--- src/design/sgt_regs.vh ---
// register offsets, field positions, reset values and timing counts of the timer
// assumes inclusion by bare name from design files under design/
`ifndef SGT_REGS_VH
`define SGT_REGS_VH
`define SGT_BASE_A 32'h4000_0000
`define SGT_BASE_B 32'h4000_0400
`define SGT_BASE_C 32'h4000_0800
`define SGT_BLOCK_MASK 32'hFFFF_FC00
`define SGT_OFF_LOAD 10'h000
`define SGT_OFF_COUNT 10'h004
`define SGT_OFF_SETUP 10'h008
`define SGT_OFF_CLEAR 10'h00C
`define SGT_OFF_FLAGS 10'h01C
`define SGT_SETUP_RESET 16'h000A
`define SGT_SETUP_MASK 16'h00FF
`define SGT_B_PRE_LO 0
`define SGT_B_PRE_HI 1
`define SGT_B_UP 2
`define SGT_B_PERIODIC 3
`define SGT_B_ENABLE 4
`define SGT_B_CLK_LO 5
`define SGT_B_CLK_HI 6
`define SGT_B_RELOAD_CLR 7
`define SGT_B_TIMEOUT 0
`define SGT_B_BUSY_SETUP 6
`define SGT_B_BUSY_CLEAR 7
`define SGT_FULL_SCALE 16'hFFFF
`define SGT_ZERO_SCALE 16'h0000
`define SGT_PER_UP_END 16'hFFFE
`define SGT_PER_DOWN_END 16'h0001
`define SGT_SYNC_EDGES 2
`define SGT_PRE_W 15
`endif

--- src/design/sgt_timer_core.v ---
// one timer instance: register file, source select, prescaler and counter
// assumes a single system clock; source clocks arrive as pins and are synchronised here
//
// The address-and-strobe port was chosen for this implementation.
`timescale 1ns/1ps
`include "sgt_regs.vh"
module sgt_timer_core (
  input wire clock,
  input wire rstn,
  input wire clk_en,
  input wire sel,
  input wire [9:0] offset,
  input wire [15:0] wdata,
  input wire wr,
  input wire rd,
  input wire core_clock_pin,
  input wire lfosc_pin,
  input wire root_clock_pin,
  output wire [15:0] rdata_c,
  output wire irq
);
  reg [15:0] reload_q;
  reg [15:0] setup_q;
  reg [15:0] count_q;
  reg [15:0] view1_q;
  reg [15:0] view2_q;
  reg flag_q;
  reg [2:0] src_s1_q;
  reg [2:0] src_s2_q;
  reg [2:0] src_s3_q;
  reg [`SGT_PRE_W-1:0] pre_q;
  reg [1:0] setup_busy_q;
  reg [1:0] clear_busy_q;
  reg load_pend_q;
  reg [15:0] load_hold_q;
  reg [15:0] rdata_q;
  reg run_q;
  wire at_end;
  wire up;
  wire periodic;
  wire enable;
  wire [1:0] src_sel;
  wire src_rise;
  reg pre_done;
  reg [15:0] start_val;
  wire tick;
  wire timeout;
  wire wr_load;
  wire wr_setup;
  wire clear_hit;

  assign up = setup_q[`SGT_B_UP];
  assign periodic = setup_q[`SGT_B_PERIODIC];
  assign enable = setup_q[`SGT_B_ENABLE];
  assign src_sel = setup_q[`SGT_B_CLK_HI:`SGT_B_CLK_LO];
  assign wr_load = sel & wr & (offset == `SGT_OFF_LOAD);
  assign wr_setup = sel & wr & (offset == `SGT_OFF_SETUP);
  assign clear_hit = sel & wr & (offset == `SGT_OFF_CLEAR) & wdata[0];

  ////////////////////////////////////////////////////////////////////////////
  // source clocks: two flops each, then a third for rising-edge detection
  always @(posedge clock or negedge rstn) begin
    if (!rstn) begin
      src_s1_q <= 3'b000;
      src_s2_q <= 3'b000;
      src_s3_q <= 3'b000;
    end else if (clk_en) begin
      src_s1_q <= {root_clock_pin, lfosc_pin, core_clock_pin};
      src_s2_q <= src_s1_q;
      src_s3_q <= src_s2_q;
    end
  end

  // source 0 is the peripheral clock itself, so every cycle is an edge
  assign src_rise = (src_sel == 2'd0) ? 1'b1 :
                    (src_s2_q[src_sel - 2'd1] & ~src_s3_q[src_sel - 2'd1]);

  // prescale code 3 is 32768; a divide by 256 has no code of its own
  always @* begin
    case (setup_q[`SGT_B_PRE_HI:`SGT_B_PRE_LO])
      2'd0: pre_done = 1'b1;
      2'd1: pre_done = (pre_q[1:0] == 2'h3);
      2'd2: pre_done = (pre_q[3:0] == 4'hF);
      2'd3: pre_done = (pre_q == 15'h7FFF);
      default: pre_done = 1'b1;
    endcase
  end

  // no tick in the start cycle, so a zero count left by disable cannot time out
  assign tick = enable & run_q & src_rise & pre_done;
  // periodic mode reloads on the tick taken at the end value, keeping the down period at load ticks
  assign at_end = periodic ? (count_q == (up ? `SGT_PER_UP_END : `SGT_PER_DOWN_END)) :
                             (count_q == (up ? `SGT_FULL_SCALE : `SGT_ZERO_SCALE));
  assign timeout = tick & at_end;

  always @* begin
    if (periodic)
      start_val = load_pend_q ? load_hold_q : reload_q;
    else
      start_val = up ? `SGT_ZERO_SCALE : `SGT_FULL_SCALE;
  end

  ////////////////////////////////////////////////////////////////////////////
  // counter and prescaler
  always @(posedge clock or negedge rstn) begin
    if (!rstn) begin
      count_q <= 16'h0000;
      pre_q <= 15'h0000;
      run_q <= 1'b0;
    end else if (clk_en) begin
      if (!enable) begin
        count_q <= 16'h0000;
        pre_q <= 15'h0000;
        run_q <= 1'b0;
      end else begin
        if (src_rise)
          pre_q <= pre_done ? 15'h0000 : pre_q + 15'h0001;
        if (!run_q) begin
          count_q <= start_val;
          run_q <= 1'b1;
        end else if (clear_hit && setup_q[`SGT_B_RELOAD_CLR])
          count_q <= start_val;
        else if (timeout)
          count_q <= start_val;
        else if (tick)
          count_q <= up ? count_q + 16'h0001 : count_q - 16'h0001;
      end
    end
  end

  ////////////////////////////////////////////////////////////////////////////
  // registers; a load write on a periodic timeout tick is held until the next cycle
  always @(posedge clock or negedge rstn) begin
    if (!rstn) begin
      reload_q <= 16'h0000;
      setup_q <= `SGT_SETUP_RESET;
      load_pend_q <= 1'b0;
      load_hold_q <= 16'h0000;
      setup_busy_q <= 2'b00;
      clear_busy_q <= 2'b00;
      flag_q <= 1'b0;
    end else if (clk_en) begin
      if (wr_load && periodic && timeout) begin
        load_pend_q <= 1'b1;
        load_hold_q <= wdata;
      end else if (wr_load) begin
        reload_q <= wdata;
        load_pend_q <= 1'b0;
      end else if (load_pend_q) begin
        reload_q <= load_hold_q;
        load_pend_q <= 1'b0;
      end
      if (wr_setup) begin
        setup_q <= wdata & `SGT_SETUP_MASK;
        setup_busy_q <= 2'b11;
      end else if (src_rise)
        setup_busy_q <= {1'b0, setup_busy_q[1]};
      // busy lasts two timer source edges, matching the domain crossing
      if (clear_hit || (wr_setup && (wdata[`SGT_B_ENABLE] != enable)))
        clear_busy_q <= 2'b11;
      else if (src_rise)
        clear_busy_q <= {1'b0, clear_busy_q[1]};
      if (timeout)
        flag_q <= 1'b1;
      else if (clear_hit)
        flag_q <= 1'b0;
    end
  end

  ////////////////////////////////////////////////////////////////////////////
  // readable count lags by two cycles; read data registered
  always @(posedge clock or negedge rstn) begin
    if (!rstn) begin
      view1_q <= 16'h0000;
      view2_q <= 16'h0000;
      rdata_q <= 16'h0000;
    end else if (clk_en) begin
      view1_q <= count_q;
      view2_q <= view1_q;
      rdata_q <= 16'h0000;
      if (sel && rd) begin
        case (offset)
          `SGT_OFF_LOAD: rdata_q <= reload_q;
          `SGT_OFF_COUNT: rdata_q <= view2_q;
          `SGT_OFF_SETUP: rdata_q <= setup_q;
          `SGT_OFF_FLAGS: rdata_q <= {8'h00, |clear_busy_q, |setup_busy_q, 5'h00, flag_q};
          default: rdata_q <= 16'h0000;
        endcase
      end
    end
  end

  assign rdata_c = rdata_q;
  assign irq = flag_q;
endmodule

--- src/design/sgt_timer_top.v ---
// three identical 16-bit timers on one plain register port
// assumes a synchronous master on clock; source clocks are asynchronous pins
//
// What this block does
// - counting clock chosen from four sources
// - prescaler divides by 1, 4, 16, 32768
// - free mode spans full range then wraps
// - periodic mode counts from load, reloads on timeout
// - control bit 2 chooses up or down
// - interrupt at zero down or maximum up in free mode, at 1 or FFFE in periodic mode
// - enable one, periodic zero starts free running
// - every timeout sets status bit 0
// - writing clear bit 0 drops flag, interrupt
// - reload-on-clear bit makes clear reload counter
// - down period is load times prescale
// - status bit 6 busy while setup syncs
// - status bit 7 busy two source periods
// - three instances at three base addresses
// - disable resets the counter to zero
// - periodic load write at timeout held until after
// - readable count lags two cycles
`timescale 1ns/1ps
`include "sgt_regs.vh"
module sgt_timer_top (
  input wire clock,
  input wire rstn,
  input wire clk_en,
  input wire [31:0] addr,
  input wire [31:0] wdata,
  input wire wr,
  input wire rd,
  output wire [31:0] rdata,
  input wire core_clock_pin,
  input wire lfosc_pin,
  input wire root_clock_pin,
  output wire [2:0] irq
);
  wire [2:0] sel;
  wire [15:0] rd_a;
  wire [15:0] rd_b;
  wire [15:0] rd_c;
  wire [31:0] blk;

  assign blk = addr & `SGT_BLOCK_MASK;
  assign sel[0] = (blk == `SGT_BASE_A);
  assign sel[1] = (blk == `SGT_BASE_B);
  assign sel[2] = (blk == `SGT_BASE_C);
  // unselected and unmapped reads return zero since each core clears its read data
  assign rdata = {16'h0000, rd_a | rd_b | rd_c};

  sgt_timer_core u_a (
    .clock(clock), .rstn(rstn), .clk_en(clk_en), .sel(sel[0]), .offset(addr[9:0]),
    .wdata(wdata[15:0]), .wr(wr), .rd(rd), .core_clock_pin(core_clock_pin),
    .lfosc_pin(lfosc_pin), .root_clock_pin(root_clock_pin), .rdata_c(rd_a), .irq(irq[0])
  );
  sgt_timer_core u_b (
    .clock(clock), .rstn(rstn), .clk_en(clk_en), .sel(sel[1]), .offset(addr[9:0]),
    .wdata(wdata[15:0]), .wr(wr), .rd(rd), .core_clock_pin(core_clock_pin),
    .lfosc_pin(lfosc_pin), .root_clock_pin(root_clock_pin), .rdata_c(rd_b), .irq(irq[1])
  );
  sgt_timer_core u_c (
    .clock(clock), .rstn(rstn), .clk_en(clk_en), .sel(sel[2]), .offset(addr[9:0]),
    .wdata(wdata[15:0]), .wr(wr), .rd(rd), .core_clock_pin(core_clock_pin),
    .lfosc_pin(lfosc_pin), .root_clock_pin(root_clock_pin), .rdata_c(rd_c), .irq(irq[2])
  );
endmodule

--- config.mk ---
export PLATFORM = sky130hd
export DESIGN_NAME = sgt_timer_top
export DESIGN_NICKNAME = d
export VERILOG_FILES = /design/src/design/sgt_timer_core.v /design/src/design/sgt_timer_top.v
export VERILOG_INCLUDE_DIRS = /design/src /design/src/design
export SDC_FILE = /design/constraint.sdc
export NUM_CORES = 1
export LEC_CHECK = 0
export ABC_AREA = 1
export ABC_CLOCK_PERIOD_IN_PS = 2100
export BUFFER_PORTS_ARGS = -buffer_cell sky130_fd_sc_hd__buf_2
export CORE_ASPECT_RATIO = 0.75
export CORE_UTILIZATION = 56
export DETAILED_ROUTE_END_ITERATION = 12
export PLACE_DENSITY = 0.77
export SLEW_MARGIN = 15
export SYNTH_ARGS = -nofsm -noshare
export SYNTH_HDL_FRONTEND = slang
export SYNTH_SLANG_ARGS = --single-unit
--- constraint.sdc ---
create_clock -name clock -period 2.1 [get_ports clock]
set_input_delay 0.105 -clock clock [delete_from_list [all_inputs] [get_ports clock]]
set_output_delay 0.105 -clock clock [all_outputs]
set_load 0.005 [all_outputs]
==> Word-level counts from Yosys, hierarchy flattened <==
Cells that the tools add are included.
{ "totals": {"reg_bits": 387, "inputBits": 72} }
{ "classes": {"addsub": 12, "magnitude_cmp": 3, "eq_ne": 40, "n_mux": 96, "bitwise": 38, "reduce_logical": 64} }
{ "ops": {"columns": ["operator", "count"], "rows": [
  ["$mux W16", 39],
  ["$pmux W16 S4", 3],
  ["$mux W15", 9],
  ["$eq A16 B16 Y1", 6],
  ["$eq A22 B21 Y1 const B", 3],
  ["$add A16 B1 Y16 const B", 3],
  ["$reduce_and A2 Y1", 24],
  ["$sub A16 B1 Y16 const B", 3],
  ["$add A15 B1 Y15 const B", 3],
  ["$eq A15 B15 Y1 const B", 3],
  ["$or A16 B16 Y16", 2],
  ["$and A1 B1 Y1", 30],
  ["$mux W1", 24],
  ["$mux W2", 12],
  ["$eq A10 B4 Y1 const B", 2],
  ["$eq A2 B2 Y1 const B", 9],
  ["$reduce_bool A2 Y1", 9],
  ["$logic_and A1 B1 Y1", 15],
  ["$ne A5 B5 Y1 const B", 3],
  ["$bmux W1 S2", 6],
  ["$eq A4 B4 Y1 const B", 3],
  ["$logic_not A2 Y1", 6],
  ["$pmux W1 S4", 3],
  ["$reduce_or A2 Y1", 6],
  ["other kinds (10)", 27]
]} }

==> Longest topological paths before layout <==
Gate-level depths: netlist (run 1).
{ "logic_depth": {"word_depth": 13, "depth_mapped": 16, "ltp_nobuf": 15} }

==> Modules after synthesis <==
A second synthesis (run 1) with hierarchy kept.
{ "hier_totals": {"hier_cells": 3125, "area_unflattened_um2": 22851.9} }
{ "modules_own_cells": {"columns": ["mod", "n_inst", "cells_each", "area_each_um2"], "rows": [
  ["sgt_timer_core at u_a", 1, 1019, 7611.0],
  ["sgt_timer_core at u_b", 1, 1026, 7464.7],
  ["sgt_timer_core at u_c", 1, 1014, 7422.1],
  ["sgt_timer_top", 1, 66, 354.1]
]} }

==> Worst setup path before layout (run 1) <==
OpenSTA, ideal clock, no wires.
{ "synth_timing": {"path_type": "reg-to-reg", "from": "register u_c.setup_q[2]", "to": "register u_c.reload_q[10]", "setup_time_ns": 0.116, "t_arrival_ns": 2.234, "required_time_ns": 1.984, "path_slack_ns": -0.251, "stages_incl_launch_ff": 15, "synth_period_minus_slack_ns": 2.351, "path_cell_list": "dfrtp_1 inv_1 ha_1 nand2_1 nor2_1 inv_1 nor4_1 nand3_1 nor2_1 nand2_1 nand2_2 inv_2 buf_4 nand2_1 nand2_1"} }
{ "synth_between": {"elab_chain_cells": 7} }
{ "synth_rtl": {"columns": ["item", "line", "source"], "rows": [
  ["from (decl)", "sgt_timer_core.v:23", "reg [15:0] setup_q;"],
  ["from (signal assigned)", "sgt_timer_core.v:136", "setup_q <= `SGT_SETUP_RESET;"],
  ["from (signal assigned)", "sgt_timer_core.v:154", "setup_q <= wdata & `SGT_SETUP_MASK;"],
  ["$mux W16 (no source line)", null, null],
  ["$eq A16 B16 Y1, on equally long branches", "sgt_timer_core.v:93, sgt_timer_core.v:92", null],
  ["$mux W1 (*)", "sgt_timer_core.v:92", "assign at_end = periodic ? (count_q == (up ? `SGT_PER_UP_END : `SGT_PER_DOWN_END)) :"],
  ["$and A1 B1 Y1 (*)", "sgt_timer_core.v:94", "assign timeout = tick & at_end;"],
  ["$logic_and A1 B1 Y1 (*)", "sgt_timer_core.v:143", "if (wr_load && periodic && timeout) begin"],
  ["$not A1 Y1 (no source line) (*)", null, null],
  ["$reduce_and A2 Y1 (no source line) (*)", null, null],
  ["to (signal assigned)", "sgt_timer_core.v:147", "reload_q <= wdata;"],
  ["to (signal assigned)", "sgt_timer_core.v:150", "reload_q <= load_hold_q;"],
  ["to (decl)", "sgt_timer_core.v:22", "reg [15:0] reload_q;"]
]} }
Mark *: on every way between the ends. The rest lies on a longest branch, timed or not.
A chain may end at the register's enable or synchronous reset.

==> Worst setup path after layout (run 1) <==
{ "layout_timing": {"from": "register u_a.setup_q[2]", "to": "register u_a.reload_q[6]"} }
{ "layout_between": {"elab_chain_cells": 7} }
{ "layout_rtl": {"columns": ["item", "line"], "rows": [
  ["from (decl)", "sgt_timer_core.v:23"],
  ["from (signal assigned)", "sgt_timer_core.v:136"],
  ["from (signal assigned)", "sgt_timer_core.v:154"],
  ["$mux W16 (no source line)", null],
  ["$eq A16 B16 Y1, on equally long branches", "sgt_timer_core.v:93, sgt_timer_core.v:92"],
  ["$mux W1 (*)", "sgt_timer_core.v:92"],
  ["$and A1 B1 Y1 (*)", "sgt_timer_core.v:94"],
  ["$logic_and A1 B1 Y1 (*)", "sgt_timer_core.v:143"],
  ["$not A1 Y1 (no source line) (*)", null],
  ["$reduce_and A2 Y1 (no source line) (*)", null],
  ["to (signal assigned)", "sgt_timer_core.v:147"],
  ["to (signal assigned)", "sgt_timer_core.v:150"],
  ["to (decl)", "sgt_timer_core.v:22"]
]} }
Marked as above.

==> run metrics, run 1 <==
vias per cell 5.96; fillers 2721; failing checks setup timing; Yosys cell types 57; RSZ-0062 raised after global routing true; hold crit path type in -> reg; worst slew pin tran 878 ps; Max Slew Vio Count 0; worst r2r dst u_a.reload_q[6]$_DFFE_PN0P_; CTS tree yes; Critical Path Start u_a.setup_q[2]$_DFFE_PN0P_; Finished Cell Area 28200 um2; Fin Setup TNS -53150 ps; I/O Buffers 74; CP Capture Type flip-flop; final antenna-violating net count 0; Pleak 14.0 nW; Req. time, crit path 2570 ps; Multi-input gate area 11900 um2; worst min-delay path startpoint wdata[13]; Die X-Extent 229 um; clock-pin slew on the worst setup and hold paths 70 ps; Hold Vio Cnt, Final 0; reg2reg setup slack -460 ps; placed cell areas 24100 um2; fraction of registers with async set/reset 1.00; DRC 0; critical path peak fanout 8; post-synth top area share 0.442; total grt overflow 0; antenna violations before repair 2; DPL Wire Length 47800 um; Root Buffer clkbuf_16; status finished with violations; final setup vio count 150; GP Congestion 0.962; YS warnings 0; Tot GR Track Use 0.344; critical path arrival 3030 ps; Seq. cell area 9690 um2; drt pass-1 iters 7; Die ar. 39300 um2; first-pass GRT wire length 107000 um; synth top area cells dfrtp_1, nand2_1, o21ai_0; Syn-to-layout area delta 30.7%; Site Rows 61; Slew HR 0.414; Tot Pwr 17.3 mW; Final nets 3354; Avg Cell Area, Syn 7.40 um2; CTS Sinks 387; H-tree Lvls 2; worst vdd ir 0.737 mV; clock skew 25.6 ps; vias in the first global route 20100; largest net degree at the start of global routing 123; final WL 76200 um; via count 22400; Startpoint Class flip-flop; Seq/Total Area, Yosys 0.449; worst reg2reg startpoint u_a.setup_q[2]$_DFFE_PN0P_; TritonCTS buffer count 39; Seq cells post-synth 387; Post-synth EDFFs 0; PnR worst setup slack -465 ps; critical path type reg -> reg; Place WS -592 ps; share of layout cells above drive strength 1 0.247; Initial Util 0.575; I/O pin count 107; 1st-iter DRT viols 3155; routed length per placed instance 20.2 um; CORE AREA 37600 um2; fin crit period 2560 ps; achievable frequency 390 MHz; post-route clock period utilization 1.22; height of the chip 172 um; Finished Layout Cells 3763; Mapped Cells 2916; commonest non-fill, non-tap cell in the layout nand2_1; worst skew pair latency 560 ps; Pwr per Cell Area 612 nW/um2; Synth area leader dfrtp_1; maxcap violations 0; Post-Place Cells 3621; ys flop type dfrtp_1; cells on worst reg2reg path 15; CP Capture Point u_a.reload_q[6]$_DFFE_PN0P_; most frequent cells in the layout nand2_1, dfrtp_1, inv_1, o21ai_0, buf_4; Longest Clk Path Bufs 3; synthesized cell area 21600 um2
## Yosys cell counts, drive strengths merged, types with 3 or more instances
cell type and number:
nor2 165, nor3 13, o211ai 6, nor4 3
dfstp 6, mux2 7, o21a 8, nand2 976
xnor2 18, o21bai 11, a21oi 89, xor2 29
inv 347, fa 3, o21ai 339, ha 48
nand4 38, o22ai 50, buf 73, and2 4
or2 17, nand3 195, nand3b 8, clkbuf 58
a21o 3, o2111ai 5, dfrtp 381
## layout make-up
cell class                 instances  share of cell area
sequential                       387               0.343
clock inverter                    12             0.00372
clock buffer                      54              0.0383
tap                              504              0.0223
multi-input combinational       2071               0.420
timing repair buffer             384               0.125
inverter                         347              0.0471
antenna                            3            0.000266
timing repair inverter             1            0.000399
## cell families (layout without fill, tap and decap cells)
family,count (synthesis),in the layout,synth area share
buf+inv,478,798,0.0902
simple gates,1422,1427,0.276
xor+xnor,47,47,0.0191
compound gates,522,522,0.131
fa+ha+maj,51,51,0.0306
flops,387,387,0.449
mux,8,8,0.00412
other cells,1,19,0.000174
## power breakdown
part / switching [mW] / total, mW / internal, mW
combinational: 1.35 / 2.23 / 0.879
sequential: 0.365 / 8.23 / 7.86
clock: 3.07 / 6.81 / 3.74
## repair_timing
| item | in CTS | in global routing |
|---|---|---|
| setup buffers | 6 | 20 |
| pin swaps | 4 | 129 |
| gates resized for setup | 35 | 388 |
| setup endpoints to repair | 163 | 182 |
| endpoints found under the hold margin | 395 | 0 |
| cloned | 3 | 24 |
| hold buffers | 20 | 0 |
## how the worst min path moves through the flow
stage,endpoint,slack [ps],cells past startpoint
CTS,u_c.load_hold_q[13]$_DFFE_PN0P_,20,3
detailed placement,u_c.count_q[7]$_DFFE_PN0P_,60,1
finish,u_c.load_hold_q[13]$_DFFE_PN0P_,60,3
global route,u_b.load_hold_q[13]$_DFFE_PN0P_,60,3
global placement,u_c.count_q[7]$_DFFE_PN0P_,60,1
floorplan,u_a.clear_busy_q[0]$_DFFE_PN0P_,-190,0
## routing by layer
metal | track usage | up-vias | share of wire
li1 | - | 9990 | -
met3 | 0.0891 | 266 | 0.12
met5 | 0 | - | 0.00017
met1 | 0.477 | 10700 | 0.40
met4 | 0.109 | 2 | 0.036
met2 | 0.527 | 1445 | 0.44
## worst max-delay path, stage by stage (launching register included)
cell        delay, ps
dfrtp_1           410
clkinvlp_4        190
clkbuf_16         210
ha_4              290
nand2_4            60
nor2_4             80
nand2_1            50
nor2_1            110
nand2_1            90
nor2_2            140
nand4_1           170
o21ai_4           200
buf_12            160
clkbuf_16         180
nand2_2            60
o21ai_1            70
## through the flow
stage / hold slack [ps] / util
after floorplan: -191 / -
after global placement: 58.8 / 0.643
after detailed placement: 61.3 / 0.643
after CTS: 18.0 / 0.687
after global routing: 58.7 / 0.751
final: 60.0 / 0.752
Power figures use the tool's default switching activity.
==> inputs of run 2 (changes only) <==
--- a/config.mk
+++ b/config.mk
@@ -10,9 +10,9 @@
 export ABC_CLOCK_PERIOD_IN_PS = 2100
 export BUFFER_PORTS_ARGS = -buffer_cell sky130_fd_sc_hd__buf_2
 export CORE_ASPECT_RATIO = 0.75
-export CORE_UTILIZATION = 56
+export CORE_UTILIZATION = 55
 export DETAILED_ROUTE_END_ITERATION = 12
-export PLACE_DENSITY = 0.77
+export PLACE_DENSITY = 0.76
 export SLEW_MARGIN = 15
 export SYNTH_ARGS = -nofsm -noshare
 export SYNTH_HDL_FRONTEND = slang
==> run 2 against run 1 <==
The flow still finishes with violations (setup timing). Flip-flop and latch count stayed put. Worst hold slack better by 28 ps. Non-clock buffer count is 26 higher. Critical path depth is 1 higher. Critical path type unchanged. Combinational power is 3% higher. Via count is 3.1% lower. Clock-buffer cell count is 2 higher. Wire length is 3.8% lower. Sequential power hardly changed. Core utilization is 1.5 points lower. Die area is 1.8% higher.
==> run metrics, run 2 (synthesis results as in run 1) <==
vias per cell 5.73 (-4.0%); fillers 2944 (+8.2%); final antenna-violating net count 0 (unchanged); Place WS -572 ps (+19.4 ps); largest net degree at the start of global routing 123 (unchanged); antenna violations before repair 2 (unchanged); Root Buffer clkbuf_16; via count 21700 (-3.1%); hold crit path type in -> reg; RSZ-0062 raised after global routing true; final setup vio count 149 (-0.67%); Longest Clk Path Bufs 3 (unchanged); post-route clock period utilization 1.18 (-0.0439); CTS tree yes; CTS Sinks 387 (unchanged); worst skew pair latency 560 ps (about the same); critical path arrival 2950 ps (-80 ps); Hold Vio Cnt, Final 0 (unchanged); clock-pin slew on the worst setup and hold paths 70 ps (about the same); DPL Wire Length 50100 um (+4.8%); Tot GR Track Use 0.356 (+0.0129); maxcap violations 0 (unchanged); Site Rows 62 (+1.6%); worst slew pin tran 703 ps (-175 ps); failing checks setup timing; Initial Util 0.561 (-0.0138); first-pass GRT wire length 112000 um (+4.8%); Slew HR 0.531 (+0.117); CP Capture Type flip-flop; Die X-Extent 231 um (+0.90%); critical path type reg -> reg; WHS 88.2 ps (+28.2 ps); I/O pin count 107 (unchanged); clock skew 25.9 ps (+0.294 ps); I/O Buffers 74 (unchanged); routed length per placed instance 19.3 um (-4.7%); Max Slew Vio Count 0 (unchanged); share of layout cells above drive strength 1 0.248 (+0.00117); 1st-iter DRT viols 2461 (-22%); PnR worst setup slack -373 ps (+92.1 ps); DRC 0 (unchanged); GP Congestion 0.967 (+0.48%); most frequent cells in the layout nand2_1, dfrtp_1, inv_1, buf_4, o21ai_0; TritonCTS buffer count 39 (unchanged); drt pass-1 iters 6 (-1); Final nets 3377 (+0.69%); reg2reg setup slack -370 ps (+90 ps); worst vdd ir 0.552 mV (-25%); Pleak 14.1 nW (+0.83%); Pwr per Cell Area 629 nW/um2 (+2.8%); fin crit period 2470 ps (-92.1 ps); height of the chip 174 um (+0.90%); commonest non-fill, non-tap cell in the layout nand2_1; Req. time, crit path 2580 ps (about the same); critical path peak fanout 8 (unchanged); Startpoint Class flip-flop; final WL 73200 um (-3.8%); total grt overflow 0 (unchanged); H-tree Lvls 2 (unchanged); Syn-to-layout area delta 31.4%; achievable frequency 404 MHz (+3.7%); vias in the first global route 20500 (+2.0%); Die ar. 40100 um2 (+1.8%); status finished with violations; CORE AREA 38500 um2 (+2.5%)
run 2: routing by layer:
| metal | part of all wire | GRT usage | wire, um |
|---|---|---|---|
| met5 | 0 | 0 | 0 |
| met4 | 0.033 | 0.107 | 2380 |
| met3 | 0.11 | 0.0808 | 7820 |
| met2 | 0.44 | 0.527 | 32000 |
| met1 | 0.42 | 0.521 | 31100 |
run 2: final cells by class:
cell class / count / area [um2] / area share
Clock inverter: 16 / 188 / 0.00662
Inverter: 347 / 1340 / 0.0471
Timing Repair inverter: 1 / 16.3 / 0.000574
Clock buffer: 56 / 1130 / 0.0399
Timing Repair Buffer: 410 / 3590 / 0.127
Sequential cell: 387 / 9690 / 0.342
Antenna cell: 1 / 2.50 / 0.0000882
Tap cell: 512 / 641 / 0.0226
Multi-Input combinational cell: 2068 / 11800 / 0.415
run 2: per-stage QoR:
step                total power [mW]  cells   util  area (um2)  TNS, ps
floorplan                       9.25   2931      -       21600   -23810
global placement                10.2   3656  0.633       24300   -33080
detailed placement              10.3   3656  0.633       24300   -45080
CTS                             17.6   3777  0.701       27000   -19870
global route                    18.4   3797  0.737       28400   -52820
finish                          17.8   3798  0.737       28400   -39550
run 2: final timing paths:
kind | startpoint | to | depth (start not counted)
setup / recovery | u_a.setup_q[2]$_DFFE_PN0P_ | u_a.count_q[4]$_DFFE_PN0P_ | 16
setup reg to reg | u_a.setup_q[2]$_DFFE_PN0P_ | u_a.count_q[4]$_DFFE_PN0P_ | 16
min in group asynchronous | rstn | u_c.reload_q[1]$_DFFE_PN0P_ | 2
hold reg to reg | u_b.view1_q[15]$_DFFE_PN0P_ | u_b.view1_q[15]$_DFFE_PN0P_ | 2
max in group asynchronous | rstn | u_c.setup_q[1]$_DFFE_PN1P_ | 3
hold / removal | rd | u_b.rdata_c[4]$_DFFE_PN0P_ | 5
run 2: timing repair:
item	in CTS	in global routing
pin swaps	28	106
endpoints found under the setup margin	155	183
hold endpoints to repair	153	0
hold buffers	21	0
setup buffers	21	15
cloned	7	7
gates resized for setup	167	253
run 2: worst max-delay path, stage by stage (launching register included):
cell,delay [ps]
dfrtp_1,390
clkinvlp_4,150
clkbuf_16,210
ha_4,280
nand2_2,60
inv_1,80
nand2_1,70
nor2_2,100
nand2_1,90
nor2_2,150
nand3_2,130
buf_8,180
nand3_4,170
nand3_1,160
nand2_1,90
nand2_1,40
nand2_1,50
run 2: power by group:
group / total (mW) / leakage [nW] / switching (mW) / internal, mW
registers: 8.22 / 5.21 / 0.355 / 7.86
clock network: 7.31 / 0.648 / 3.15 / 4.16
logic: 2.30 / 8.25 / 1.38 / 0.925
total: 17.8 / 14.1 / 4.88 / 12.9
